`src/logic/ppmc_consts.svh`:
```
// Constants of the PHY power and mode control block
`ifndef PPMC_CONSTS_SVH
`define PPMC_CONSTS_SVH

`define PPMC_DW 16
`define PPMC_AW 8
`define PPMC_IW 6

`define PPMC_IDX_CTRL   6'h00
`define PPMC_IDX_STAT   6'h01
`define PPMC_IDX_ABIL   6'h04
`define PPMC_IDX_ERRMAX 6'h12
`define PPMC_IDX_EXT2   6'h13

`define PPMC_CTRL_SWRST  15
`define PPMC_CTRL_SPEED  13
`define PPMC_CTRL_ANEN   12
`define PPMC_CTRL_PDOWN  11
`define PPMC_CTRL_DUPLEX 8

`define PPMC_STAT_ANDONE 5
`define PPMC_STAT_RFAULT 4
`define PPMC_STAT_LINK   2
`define PPMC_STAT_JABBER 1

`define PPMC_ABIL_LSB 5
`define PPMC_ABIL_MSB 8

`define PPMC_EXT2_SAVE100 0
`define PPMC_EXT2_SAVE10  1

`define PPMC_CTRL_RST   16'h3100
`define PPMC_STAT_RST   16'h0000
`define PPMC_ABIL_RST   16'h01E1
`define PPMC_EXT2_RST   16'h0000
`define PPMC_ERRMAX_RST 8'h00
`define PPMC_SCR_SEED   11'h7FF

`define PPMC_CLK_NS 20
`define PPMC_SQE_NS 1000
`define PPMC_SQE_CYC ((`PPMC_SQE_NS + `PPMC_CLK_NS - 1) / `PPMC_CLK_NS)

`endif

```
`src/logic/ppmc_pkg.sv`:
```
// Types of the PHY power and mode control block
`include "ppmc_consts.svh"

package ppmc_pkg;

   typedef struct packed {
      logic       hwResetLowPin;
      logic       macTxEn;
      logic [3:0] macTxData;
      logic       lineRxDv;
      logic [4:0] lineRxSym;
      logic [7:0] lineRxMan;
      logic       lineLinkUp;
      logic       lineJabber;
      logic       lineRemoteFault;
      logic       lineRxErr;
      logic [3:0] partnerAbility;
   } ppmc_pin_type;

   typedef struct packed {
      logic [`PPMC_DW-1:0] ctrl;
      logic [`PPMC_DW-1:0] stat;
      logic [`PPMC_DW-1:0] abil;
      logic [`PPMC_DW-1:0] ext2;
      logic [7:0]          errMax;
      logic [`PPMC_DW-1:0] rdata;
      logic                speed100;
      logic                fullDuplex;
      logic                en100;
      logic                en10;
      logic                crs;
      logic                col;
      logic                rxDv;
      logic [3:0]          rxData;
      logic [4:0]          tx100Code;
      logic [7:0]          tx10Code;
      logic [1:0]          tpTxOut;
      logic                tpTxOe;
      logic [1:0]          mltPhase;
      logic                nrziLevel;
      logic [10:0]         scr;
      logic [10:0]         dscr;
      logic [5:0]          sqeCnt;
      logic                txEnLast;
   } ppmc_state_type;

endpackage

```
`src/logic/ppmc_sync.sv`:
```
// Two-stage synchroniser for pin inputs
`timescale 1ns/1ps

module ppmc_sync #(
   parameter int               WIDTH   = 1,
   parameter logic [WIDTH-1:0] RST_VAL = '0
) (
   input  wire logic             clk,
   input  wire logic             rst,
   input  wire logic             ce,
   input  wire logic [WIDTH-1:0] din,
   output logic      [WIDTH-1:0] dout
);

   logic [WIDTH-1:0] stage1;

   always_ff @(posedge clk) begin
      if (rst) begin
         stage1 <= RST_VAL;
         dout   <= RST_VAL;
      end else if (ce) begin
         stage1 <= din;
         dout   <= stage1;
      end
   end

endmodule

```
`src/logic/ppmc_top.sv`:
```
// PHY power-down, power-saving, mode and duplex control
//
// Behaviour
// - Power down on reset pin low or bit
// - Power down: functions off, MAC outputs low
// - Power down: transmit pair in high impedance
// - Bit power-down keeps registers, clears latching bits
// - Reset power-down returns all registers to defaults
// - Save bit disables 100M modules in 10M
// - Save bit disables 10M modules in 100M
// - Control bit enables or disables auto-negotiation
// - Auto-negotiation picks highest common mode
// - 100M: 4B/5B, NRZI, MLT-3 and scrambling
// - 10M: Manchester encode and decode
// - Full duplex: transmit and receive concurrently
// - 10M full duplex: no loopback, no SQE
// - Full duplex: CRS receive only, COL off
// - Half duplex: CRS either way, COL on overlap
//
// Design decisions made here: the plain strobed port and the placing of the registers.
`timescale 1ns/1ps
`include "ppmc_consts.svh"

module ppmc_top (
   input  wire logic                clk,
   input  wire logic                rst,
   input  wire logic                ce,
   input  wire logic [`PPMC_AW-1:0] addr,
   input  wire logic [`PPMC_DW-1:0] wdata,
   input  wire logic                wr,
   input  wire logic                rd,
   output logic      [`PPMC_DW-1:0] rdata,
   input  wire logic                hwResetLowPin,
   input  wire logic                macTxEn,
   input  wire logic [3:0]          macTxData,
   input  wire logic                lineRxDv,
   input  wire logic [4:0]          lineRxSym,
   input  wire logic [7:0]          lineRxMan,
   input  wire logic                lineLinkUp,
   input  wire logic                lineJabber,
   input  wire logic                lineRemoteFault,
   input  wire logic                lineRxErr,
   input  wire logic [3:0]          partnerAbility,
   output logic                     macCrs,
   output logic                     macCol,
   output logic                     macRxDv,
   output logic      [3:0]          macRxData,
   output logic      [4:0]          tx100Code,
   output logic      [7:0]          tx10Code,
   output logic      [1:0]          tpTxOut,
   output logic                     tpTxOe,
   output logic                     en100Modules,
   output logic                     en10Modules,
   output logic                     speed100,
   output logic                     fullDuplex,
   output logic                     powerDown
);

   localparam logic [5:0] SQE_CYC = 6'(`PPMC_SQE_CYC);

   ////////////////////////////////////////////////////////////////////////////////

   function automatic logic [4:0] enc4b5b(input logic [3:0] nib);
      logic [4:0] c;
      c = 5'h00;
      unique case (nib)
         4'h0: c = 5'h1E;
         4'h1: c = 5'h09;
         4'h2: c = 5'h14;
         4'h3: c = 5'h15;
         4'h4: c = 5'h0A;
         4'h5: c = 5'h0B;
         4'h6: c = 5'h0E;
         4'h7: c = 5'h0F;
         4'h8: c = 5'h12;
         4'h9: c = 5'h13;
         4'hA: c = 5'h16;
         4'hB: c = 5'h17;
         4'hC: c = 5'h1A;
         4'hD: c = 5'h1B;
         4'hE: c = 5'h1C;
         4'hF: c = 5'h1D;
      endcase
      return c;
   endfunction

   function automatic logic [3:0] dec5b4b(input logic [4:0] sym);
      logic [3:0] n;
      n = 4'h0;
      // Invalid symbols decode as zero; error flagging lives in the line logic
      case (sym)
         5'h1E: n = 4'h0;
         5'h09: n = 4'h1;
         5'h14: n = 4'h2;
         5'h15: n = 4'h3;
         5'h0A: n = 4'h4;
         5'h0B: n = 4'h5;
         5'h0E: n = 4'h6;
         5'h0F: n = 4'h7;
         5'h12: n = 4'h8;
         5'h13: n = 4'h9;
         5'h16: n = 4'hA;
         5'h17: n = 4'hB;
         5'h1A: n = 4'hC;
         5'h1B: n = 4'hD;
         5'h1C: n = 4'hE;
         5'h1D: n = 4'hF;
         default: n = 4'h0;
      endcase
      return n;
   endfunction

   // Five scrambler steps: key in the top bits, new state below
   function automatic logic [15:0] scrStep(input logic [10:0] st);
      logic [10:0] v;
      logic [4:0]  k;
      v = st;
      k = 5'h00;
      for (int i = 4; i >= 0; i--) begin
         k[i] = v[10] ^ v[8];
         v    = {v[9:0], v[10] ^ v[8]};
      end
      return {k, v};
   endfunction

   function automatic logic [7:0] manEnc(input logic [3:0] nib);
      logic [7:0] m;
      m = 8'h00;
      for (int i = 0; i < 4; i++) begin
         m[2*i]   = nib[i];
         m[2*i+1] = ~nib[i];
      end
      return m;
   endfunction

   function automatic logic [3:0] manDec(input logic [7:0] m);
      logic [3:0] n;
      n = 4'h0;
      for (int i = 0; i < 4; i++) begin
         n[i] = m[2*i];
      end
      return n;
   endfunction

   function automatic ppmc_pkg::ppmc_state_type resetState();
      ppmc_pkg::ppmc_state_type r;
      r        = '0;
      r.ctrl   = `PPMC_CTRL_RST;
      r.stat   = `PPMC_STAT_RST;
      r.abil   = `PPMC_ABIL_RST;
      r.ext2   = `PPMC_EXT2_RST;
      r.errMax = `PPMC_ERRMAX_RST;
      r.scr    = `PPMC_SCR_SEED;
      r.dscr   = `PPMC_SCR_SEED;
      return r;
   endfunction

   ////////////////////////////////////////////////////////////////////////////////

   ppmc_pkg::ppmc_pin_type   pinRaw;
   ppmc_pkg::ppmc_pin_type   pin;
   ppmc_pkg::ppmc_state_type state;
   ppmc_pkg::ppmc_state_type next_state;

   assign pinRaw = '{hwResetLowPin, macTxEn, macTxData, lineRxDv, lineRxSym, lineRxMan,
                     lineLinkUp, lineJabber, lineRemoteFault, lineRxErr, partnerAbility};

   // Synced reset pin starts low, so registers sit at defaults until released
   ppmc_sync #(
      .WIDTH   ($bits(ppmc_pkg::ppmc_pin_type)),
      .RST_VAL ('0)
   ) u_sync (
      .clk  (clk),
      .rst  (rst),
      .ce   (ce),
      .din  (pinRaw),
      .dout (pin)
   );

   ////////////////////////////////////////////////////////////////////////////////

   always_comb begin
      logic                pinReset;
      logic                pd;
      logic                hit;
      logic [`PPMC_IW-1:0] idx;
      logic                statRead;
      logic [3:0]          common;
      logic [15:0]         sv;
      logic [4:0]          sc;
      logic                halfTen;
      next_state = state;
      pinReset   = ~pin.hwResetLowPin;
      hit        = (addr[1:0] == 2'b00);
      idx        = addr[`PPMC_AW-1:2];
      statRead   = rd && hit && (idx == `PPMC_IDX_STAT);
      common     = state.abil[`PPMC_ABIL_MSB:`PPMC_ABIL_LSB] & pin.partnerAbility;
      sv         = 16'h0000;
      sc         = 5'h00;
      halfTen    = ~state.speed100 & ~state.fullDuplex;
      // clearing the bit alone resumes operation
      pd         = pinReset | state.ctrl[`PPMC_CTRL_PDOWN];

      // Read data valid only in the cycle after the strobe
      next_state.rdata = 16'h0000;
      if (rd && hit) begin
         unique case (idx)
            `PPMC_IDX_CTRL:   next_state.rdata = state.ctrl;
            `PPMC_IDX_STAT:   next_state.rdata = state.stat;
            `PPMC_IDX_ABIL:   next_state.rdata = state.abil;
            `PPMC_IDX_ERRMAX: next_state.rdata = {8'h00, state.errMax};
            `PPMC_IDX_EXT2:   next_state.rdata = state.ext2;
            default:          next_state.rdata = 16'h0000;
         endcase
      end
      if (wr && hit) begin
         unique case (idx)
            `PPMC_IDX_CTRL: next_state.ctrl = wdata;
            `PPMC_IDX_ABIL: next_state.abil = wdata;
            `PPMC_IDX_EXT2: next_state.ext2 = wdata;
            default:        next_state.ctrl = state.ctrl;
         endcase
      end

      // Latching status: events win over the clear on read
      if (statRead) begin
         next_state.stat[`PPMC_STAT_JABBER] = 1'b0;
         next_state.stat[`PPMC_STAT_RFAULT] = 1'b0;
         next_state.stat[`PPMC_STAT_LINK]   = pin.lineLinkUp;
      end
      if (pin.lineJabber) begin
         next_state.stat[`PPMC_STAT_JABBER] = 1'b1;
      end
      if (pin.lineRemoteFault) begin
         next_state.stat[`PPMC_STAT_RFAULT] = 1'b1;
      end
      if (!pin.lineLinkUp) begin
         next_state.stat[`PPMC_STAT_LINK] = 1'b0;
      end
      if (rd && hit && (idx == `PPMC_IDX_ERRMAX)) begin
         next_state.errMax = 8'h00;
      end
      if (pin.lineRxErr && (next_state.errMax != 8'hFF)) begin
         next_state.errMax = 8'(next_state.errMax + 8'h01);
      end

      // auto-negotiation enable bit steers mode selection
      if (!pd) begin
         if (state.ctrl[`PPMC_CTRL_ANEN]) begin
            next_state.speed100   = common[3] | common[2];
            next_state.fullDuplex = common[3] | (~common[2] & common[1]);
         end else begin
            next_state.speed100   = state.ctrl[`PPMC_CTRL_SPEED];
            next_state.fullDuplex = state.ctrl[`PPMC_CTRL_DUPLEX];
         end
      end
      next_state.stat[`PPMC_STAT_ANDONE] = state.ctrl[`PPMC_CTRL_ANEN] & pin.lineLinkUp
                                           & (|common);

      // 100M power save in 10M mode
      next_state.en100 = ~pd & (state.speed100 | ~state.ext2[`PPMC_EXT2_SAVE100]);
      // 10M power save in 100M mode
      next_state.en10  = ~pd & (~state.speed100 | ~state.ext2[`PPMC_EXT2_SAVE10]);

      // transmit and receive paths run independently
      next_state.tx100Code = 5'h00;
      next_state.tx10Code  = 8'h00;
      next_state.tpTxOut   = 2'b00;
      if (state.speed100 && state.en100 && pin.macTxEn) begin
         sv = scrStep(state.scr);
         sc = enc4b5b(pin.macTxData) ^ sv[15:11];
         next_state.scr = sv[10:0];
         for (int i = 4; i >= 0; i--) begin
            next_state.nrziLevel    = next_state.nrziLevel ^ sc[i];
            next_state.tx100Code[i] = next_state.nrziLevel;
            if (sc[i]) begin
               next_state.mltPhase = 2'(next_state.mltPhase + 2'h1);
            end
         end
      end
      if (state.speed100 && state.en100) begin
         next_state.tpTxOut = (next_state.mltPhase == 2'h1) ? 2'b10 :
                              (next_state.mltPhase == 2'h3) ? 2'b01 : 2'b00;
      end
      if (!state.speed100 && state.en10 && pin.macTxEn) begin
         next_state.tx10Code = manEnc(pin.macTxData);
         next_state.tpTxOut  = {next_state.tx10Code[7], ~next_state.tx10Code[7]};
      end

      next_state.rxDv   = pin.lineRxDv;
      next_state.rxData = 4'h0;
      if (state.speed100 && state.en100 && pin.lineRxDv) begin
         sv = scrStep(state.dscr);
         next_state.dscr   = sv[10:0];
         next_state.rxData = dec5b4b(pin.lineRxSym ^ sv[15:11]);
      end
      if (!state.speed100 && state.en10 && pin.lineRxDv) begin
         next_state.rxData = manDec(pin.lineRxMan);
      end

      // loopback only in 10M half duplex
      if (halfTen && pin.macTxEn && !pin.lineRxDv) begin
         next_state.rxData = pin.macTxData;
      end
      next_state.txEnLast = pin.macTxEn;
      // SQE test pulse only in 10M half duplex
      if (state.sqeCnt != 6'h00) begin
         next_state.sqeCnt = 6'(state.sqeCnt - 6'h01);
      end
      if (halfTen && state.txEnLast && !pin.macTxEn) begin
         next_state.sqeCnt = SQE_CYC;
      end
      if (state.fullDuplex) begin
         next_state.crs    = pin.lineRxDv;
         next_state.col    = 1'b0;
         next_state.sqeCnt = 6'h00;
      end else begin
         next_state.crs = pin.lineRxDv | pin.macTxEn;
         next_state.col = (pin.lineRxDv & pin.macTxEn) | (next_state.sqeCnt != 6'h00);
      end
      next_state.tpTxOe = 1'b1;

      if (pd) begin
         // internal functions idle, MAC outputs low
         next_state.en100     = 1'b0;
         next_state.en10      = 1'b0;
         next_state.crs       = 1'b0;
         next_state.col       = 1'b0;
         next_state.rxDv      = 1'b0;
         next_state.rxData    = 4'h0;
         next_state.tx100Code = 5'h00;
         next_state.tx10Code  = 8'h00;
         next_state.sqeCnt    = 6'h00;
         next_state.mltPhase  = 2'h0;
         next_state.nrziLevel = 1'b0;
         next_state.scr       = `PPMC_SCR_SEED;
         next_state.dscr      = `PPMC_SCR_SEED;
         next_state.tpTxOut   = 2'b00;
         next_state.tpTxOe    = 1'b0;
      end
      if (state.ctrl[`PPMC_CTRL_PDOWN]) begin
         // latching bits back to defaults, rest kept
         next_state.stat[`PPMC_STAT_JABBER] = 1'(`PPMC_STAT_RST >> `PPMC_STAT_JABBER);
         next_state.stat[`PPMC_STAT_RFAULT] = 1'(`PPMC_STAT_RST >> `PPMC_STAT_RFAULT);
         next_state.stat[`PPMC_STAT_LINK]   = 1'(`PPMC_STAT_RST >> `PPMC_STAT_LINK);
         next_state.errMax                  = `PPMC_ERRMAX_RST;
      end
      if (pinReset || state.ctrl[`PPMC_CTRL_SWRST]) begin
         next_state.ctrl   = `PPMC_CTRL_RST;
         next_state.stat   = `PPMC_STAT_RST;
         next_state.abil   = `PPMC_ABIL_RST;
         next_state.ext2   = `PPMC_EXT2_RST;
         next_state.errMax = `PPMC_ERRMAX_RST;
      end
   end

   always_ff @(posedge clk) begin
      if (rst) begin
         state <= resetState();
      end else if (ce) begin
         state <= next_state;
      end
   end

   ////////////////////////////////////////////////////////////////////////////////

   // Registered power-down view; pin path lags two sync stages
   assign powerDown    = ~state.tpTxOe;
   assign rdata        = state.rdata;
   assign macCrs       = state.crs;
   assign macCol       = state.col;
   assign macRxDv      = state.rxDv;
   assign macRxData    = state.rxData;
   assign tx100Code    = state.tx100Code;
   assign tx10Code     = state.tx10Code;
   assign tpTxOut      = state.tpTxOut;
   assign tpTxOe       = state.tpTxOe;
   assign en100Modules = state.en100;
   assign en10Modules  = state.en10;
   assign speed100     = state.speed100;
   assign fullDuplex   = state.fullDuplex;

endmodule

```
`config.mk`:
```
export PLATFORM = sky130hd
export DESIGN_NAME = ppmc_top
export DESIGN_NICKNAME = d
export VERILOG_FILES = /design/src/logic/ppmc_pkg.sv /design/src/logic/ppmc_sync.sv /design/src/logic/ppmc_top.sv
export VERILOG_INCLUDE_DIRS = /design/src /design/src/logic
export SDC_FILE = /design/constraint.sdc
export NUM_CORES = 1
export LEC_CHECK = 0
export ABC_CLOCK_PERIOD_IN_PS = 2600
export BUFFER_PORTS_ARGS = -buffer_cell sky130_fd_sc_hd__clkbuf_2
export CORE_ASPECT_RATIO = 1.1
export CORE_MARGIN = 3
export CORE_UTILIZATION = 30
export DETAILED_ROUTE_END_ITERATION = 6
export PLACE_DENSITY = 0.49
export SYNTH_ARGS = -nofsm -noshare
export SYNTH_HDL_FRONTEND = slang
export SYNTH_SLANG_ARGS = --single-unit
```
`constraint.sdc`:
```
create_clock -name clk -period 2.6 [get_ports clk]
set_clock_uncertainty 0.05 [all_clocks]
set_input_delay 0.39 -clock clk [delete_from_list [all_inputs] [get_ports clk]]
set_output_delay 0.39 -clock clk [all_outputs]
set_load 0.02 [all_outputs]
```
==> results.yml <==
sta:
  timing.fmax_mhz: 415
  finalCriticalPeriod_ns: 2.41
  setup_viol: 0
  tightestPinTransition_ns: 0.948
  hold_viol_final: 0
  rsz0062_at_grt: "false"
  period_share: 0.926
  relSlewSlack: 0.368
  setup-tns-final_ns: 0
  final_max_slew_viol_count: 0
status:
  outcome: "complete, no violations"
setup_path:
  reg2reg_depth: 6
  critPathMaxFanout: 9
  worstPathCellList: "xor3_2 > xnor3_1 > xor2_1 > a211oi_2 > o211a_1 > a211o_1"
  cp-start-kind: "register"
  slowest_stage: "xor3_2"
  r2r_end: "tpTxOut[0]"
  critPathKind: "reg -> reg"
  crit-reg2reg-launch: "state[25]"
  cp_data_required_time_ns: 2.87
  cp_slowest_stage_delay_ns: 0.60
  end_kind: "register"
  r2r_slack_ns: 0.19
  cp.arrival_ns: 2.68
global_route:
  grt_usage: 0.154
  grt_pass1_vias: 7098
  grt_util_met2: 0.269
  grt_start_max_net_pins: 87
  antenna_found_initial: 0
  top_usage_layer: "met2"
  gr-usage-met1: 0.194
  use_met3: 0.0302
  grt_first_pass_wirelength_mm: 38.6
  overflow: 0
cells_and_area:
  diodes: 0
  fin_nets: 1120
  areaGrowthSynthToFinish_pct: 14.6
  drive_above_1_share: 0.176
  final_core_util: 0.351
pwr:
  worst_ir_drop_vdd_uv: 347
  internal-power_mw: 4.43
  power_frac_comb: 0.080
  clkPwrFrac: 0.429
  switchingPower_mw: 1.62
  switching_share: 0.268
  cellLeakagePower_nw: 4.01
  power_density_nw_per_um2: 598
  seqPwrFrac: 0.491
synthesis:
  post-synth-top-count-cell: "dfxtp_1"
  yosys-top-cells-area: "dfxtp_1, a21oi_1, mux2i_1"
  synthAdderAreaFrac: 0.00709
  synth_compound_area_frac: 0.174
  yosys_warnings: 0
  synth_area_sq_um: 8820
  synth_mux_area_frac: 0.0676
  ys_types: 67
  synth_ff_type: "dfxtp_1"
  async_reset_ff_frac: 0
  yosys.area.top_type: "dfxtp_1"
  seq_area_frac_synth: 0.427
  syn-num-nets: 1072
  synthTopCellsByCount: "dfxtp_1, nor2_1, a21oi_1"
  syn_area_per_cell_sq_um: 8.74
  ys_seq_elements: 188
  synth-simple-area-share: 0.192
  synth-edff-count: 0
  synth_top_family_by_area: "simple AND/OR/NAND/NOR gates"
  synth_cells: 1010
  synth_xor_area_frac: 0.0645
  yosysTopAreaCellShare: 0.427
floorplan:
  core_sq_um: 28800
  io_pins: 101
  die_width_um: 170
  dieArea_sq_um: 31500
  rows: 65
  die_y_um: 186
  start_util: 0.306
cts:
  clockBufferDepth: 2
  cts.clk_slew.worst_paths_ns: 0.08
  cts.sinks: 188
  cts_tree: "built"
  cts_buffers: 17
  postCtsSetupRepairBufs: 0
  clock_latency_ns: 0.43
  cts_root_buf: "clkbuf_16"
  cts_max_level: 4
  cts_resized: 0
  holdBufCountCts: 0
drt:
  vias_per_cell: 5.05
  routedWlPerCell_um: 16.9
  finalWirelength_mm: 24.4
  vias: 7260
  firstDrtPassIters: 6
  drt_iter0_drc: 551
  ant_nets: 0
  drc: 0
placed_design:
  gp_congestion: 0.800
  numPortBuffers: 96
  hpwl_mm: 17.2
min_path:
  hold_end: "u_sync.stage1[16]"
  hold_depth: 3
  min-delay-start: "lineRxSym[0]"
  worstHoldPathType: "in -> reg"
run:
  drv_cap: 0
[cell type report]
cell class                      count  area [sq um]
Fill cell                        3038         18700
Timing Repair Buffer              135           803
Inverter                           11          41.3
Clock buffer                       18           439
Clock inverter                     13           143
Multi-Input combinational cell    705          4460
Sequential cell                   188          3760
Tap cell                          368           460
[power by group through the flow]
| stage | Sequential [mW] | Combinational, mW | Clock (mW) |
|---|---|---|---|
| after floorplan | 3.02 | 0.321 | 0 |
| after global placement | 3.04 | 0.487 | 0 |
| after detailed placement | 3.04 | 0.488 | 0 |
| after CTS | 2.97 | 0.491 | 2.68 |
| after global routing | 2.98 | 0.535 | 2.79 |
| final | 2.97 | 0.485 | 2.59 |
[critical path: cells and delay by family, from the launching register on]
kind,cells,cell delay [ns]
AO/OA/AOI/OAI,3,0.53
flip-flops,1,0.44
XOR/XNOR,3,1.29
[cells in the final DEF (no fill, tap or decap), types with 6 or more instances in the layout]
cell type,n
nand2b_1,28
a222oi_1,12
xor2_1,13
inv_1,10
nor2_1,131
a22oi_1,25
a21oi_1,108
dfxtp_1,188
xnor2_1,12
a31oi_1,8
buf_4,39
mux2i_1,54
o22ai_1,26
xnor3_1,9
o21ai_0,13
nand2_1,87
and2_1,10
clkbuf_2,94
o21bai_1,6
inv_8,6
nand3_1,45
nand4_1,10
nor3b_1,8
clkbuf_16,17
nor3_1,17
[layer usage]
| layer | share of wire | wire [um] |
|---|---|---|
| met5 | 0 | 0 |
| met3 | 0.040 | 974 |
| met2 | 0.50 | 12100 |
| met1 | 0.44 | 10800 |
| met4 | 0.018 | 445 |
[kinds of logic after synthesis]
| kind of cell | after synthesis |
|---|---|
| multiplexers | 59 |
| flip-flops | 188 |
| buffers and inverters | 117 |
| AND/OR/NAND/NOR | 363 |
| adder cells (fa/ha/maj) | 5 |
| XOR/XNOR | 40 |
| AO/OA/AOI/OAI | 238 |
[through the flow]
stage          setup slack (ns)  instance area, sq um  total power, mW  instances  hold slack, ns
4_1_cts                   0.170                 10100             6.14       1438           0.123
5_1_grt                  0.0669                 10100             6.30       1438           0.142
2_1_floorplan             0.129                  8820             3.34       1010           0.381
3_5_place_dp            0.00128                  9530             3.53       1407           0.396
3_3_place_gp            -0.0326                  9530             3.53       1407           0.390
6_report                  0.191                 10100             6.05       1438           0.136
[worst max-delay path by stage]
stage,slack (ns),from,to
3_3_place_gp,-0.03,addr[5],state[81]
2_1_floorplan,0.13,addr[5],state[81]
5_1_grt,0.07,state[25],tpTxOut[1]
3_5_place_dp,0.001,addr[5],state[81]
6_report,0.19,state[25],tpTxOut[0]
4_1_cts,0.17,state[25],tpTxOut[0]
[flip-flops by register name (all words and copies together) (netlist names), 2 cells and up, named ones only]
signal and flops:
state 92, u_sync.dout 24, u_sync.stage1 24, rdata 16, tx10Code 8, tx100Code 5, macRxData 4, tpTxOut 2
(Power assumes the default switching activity.)
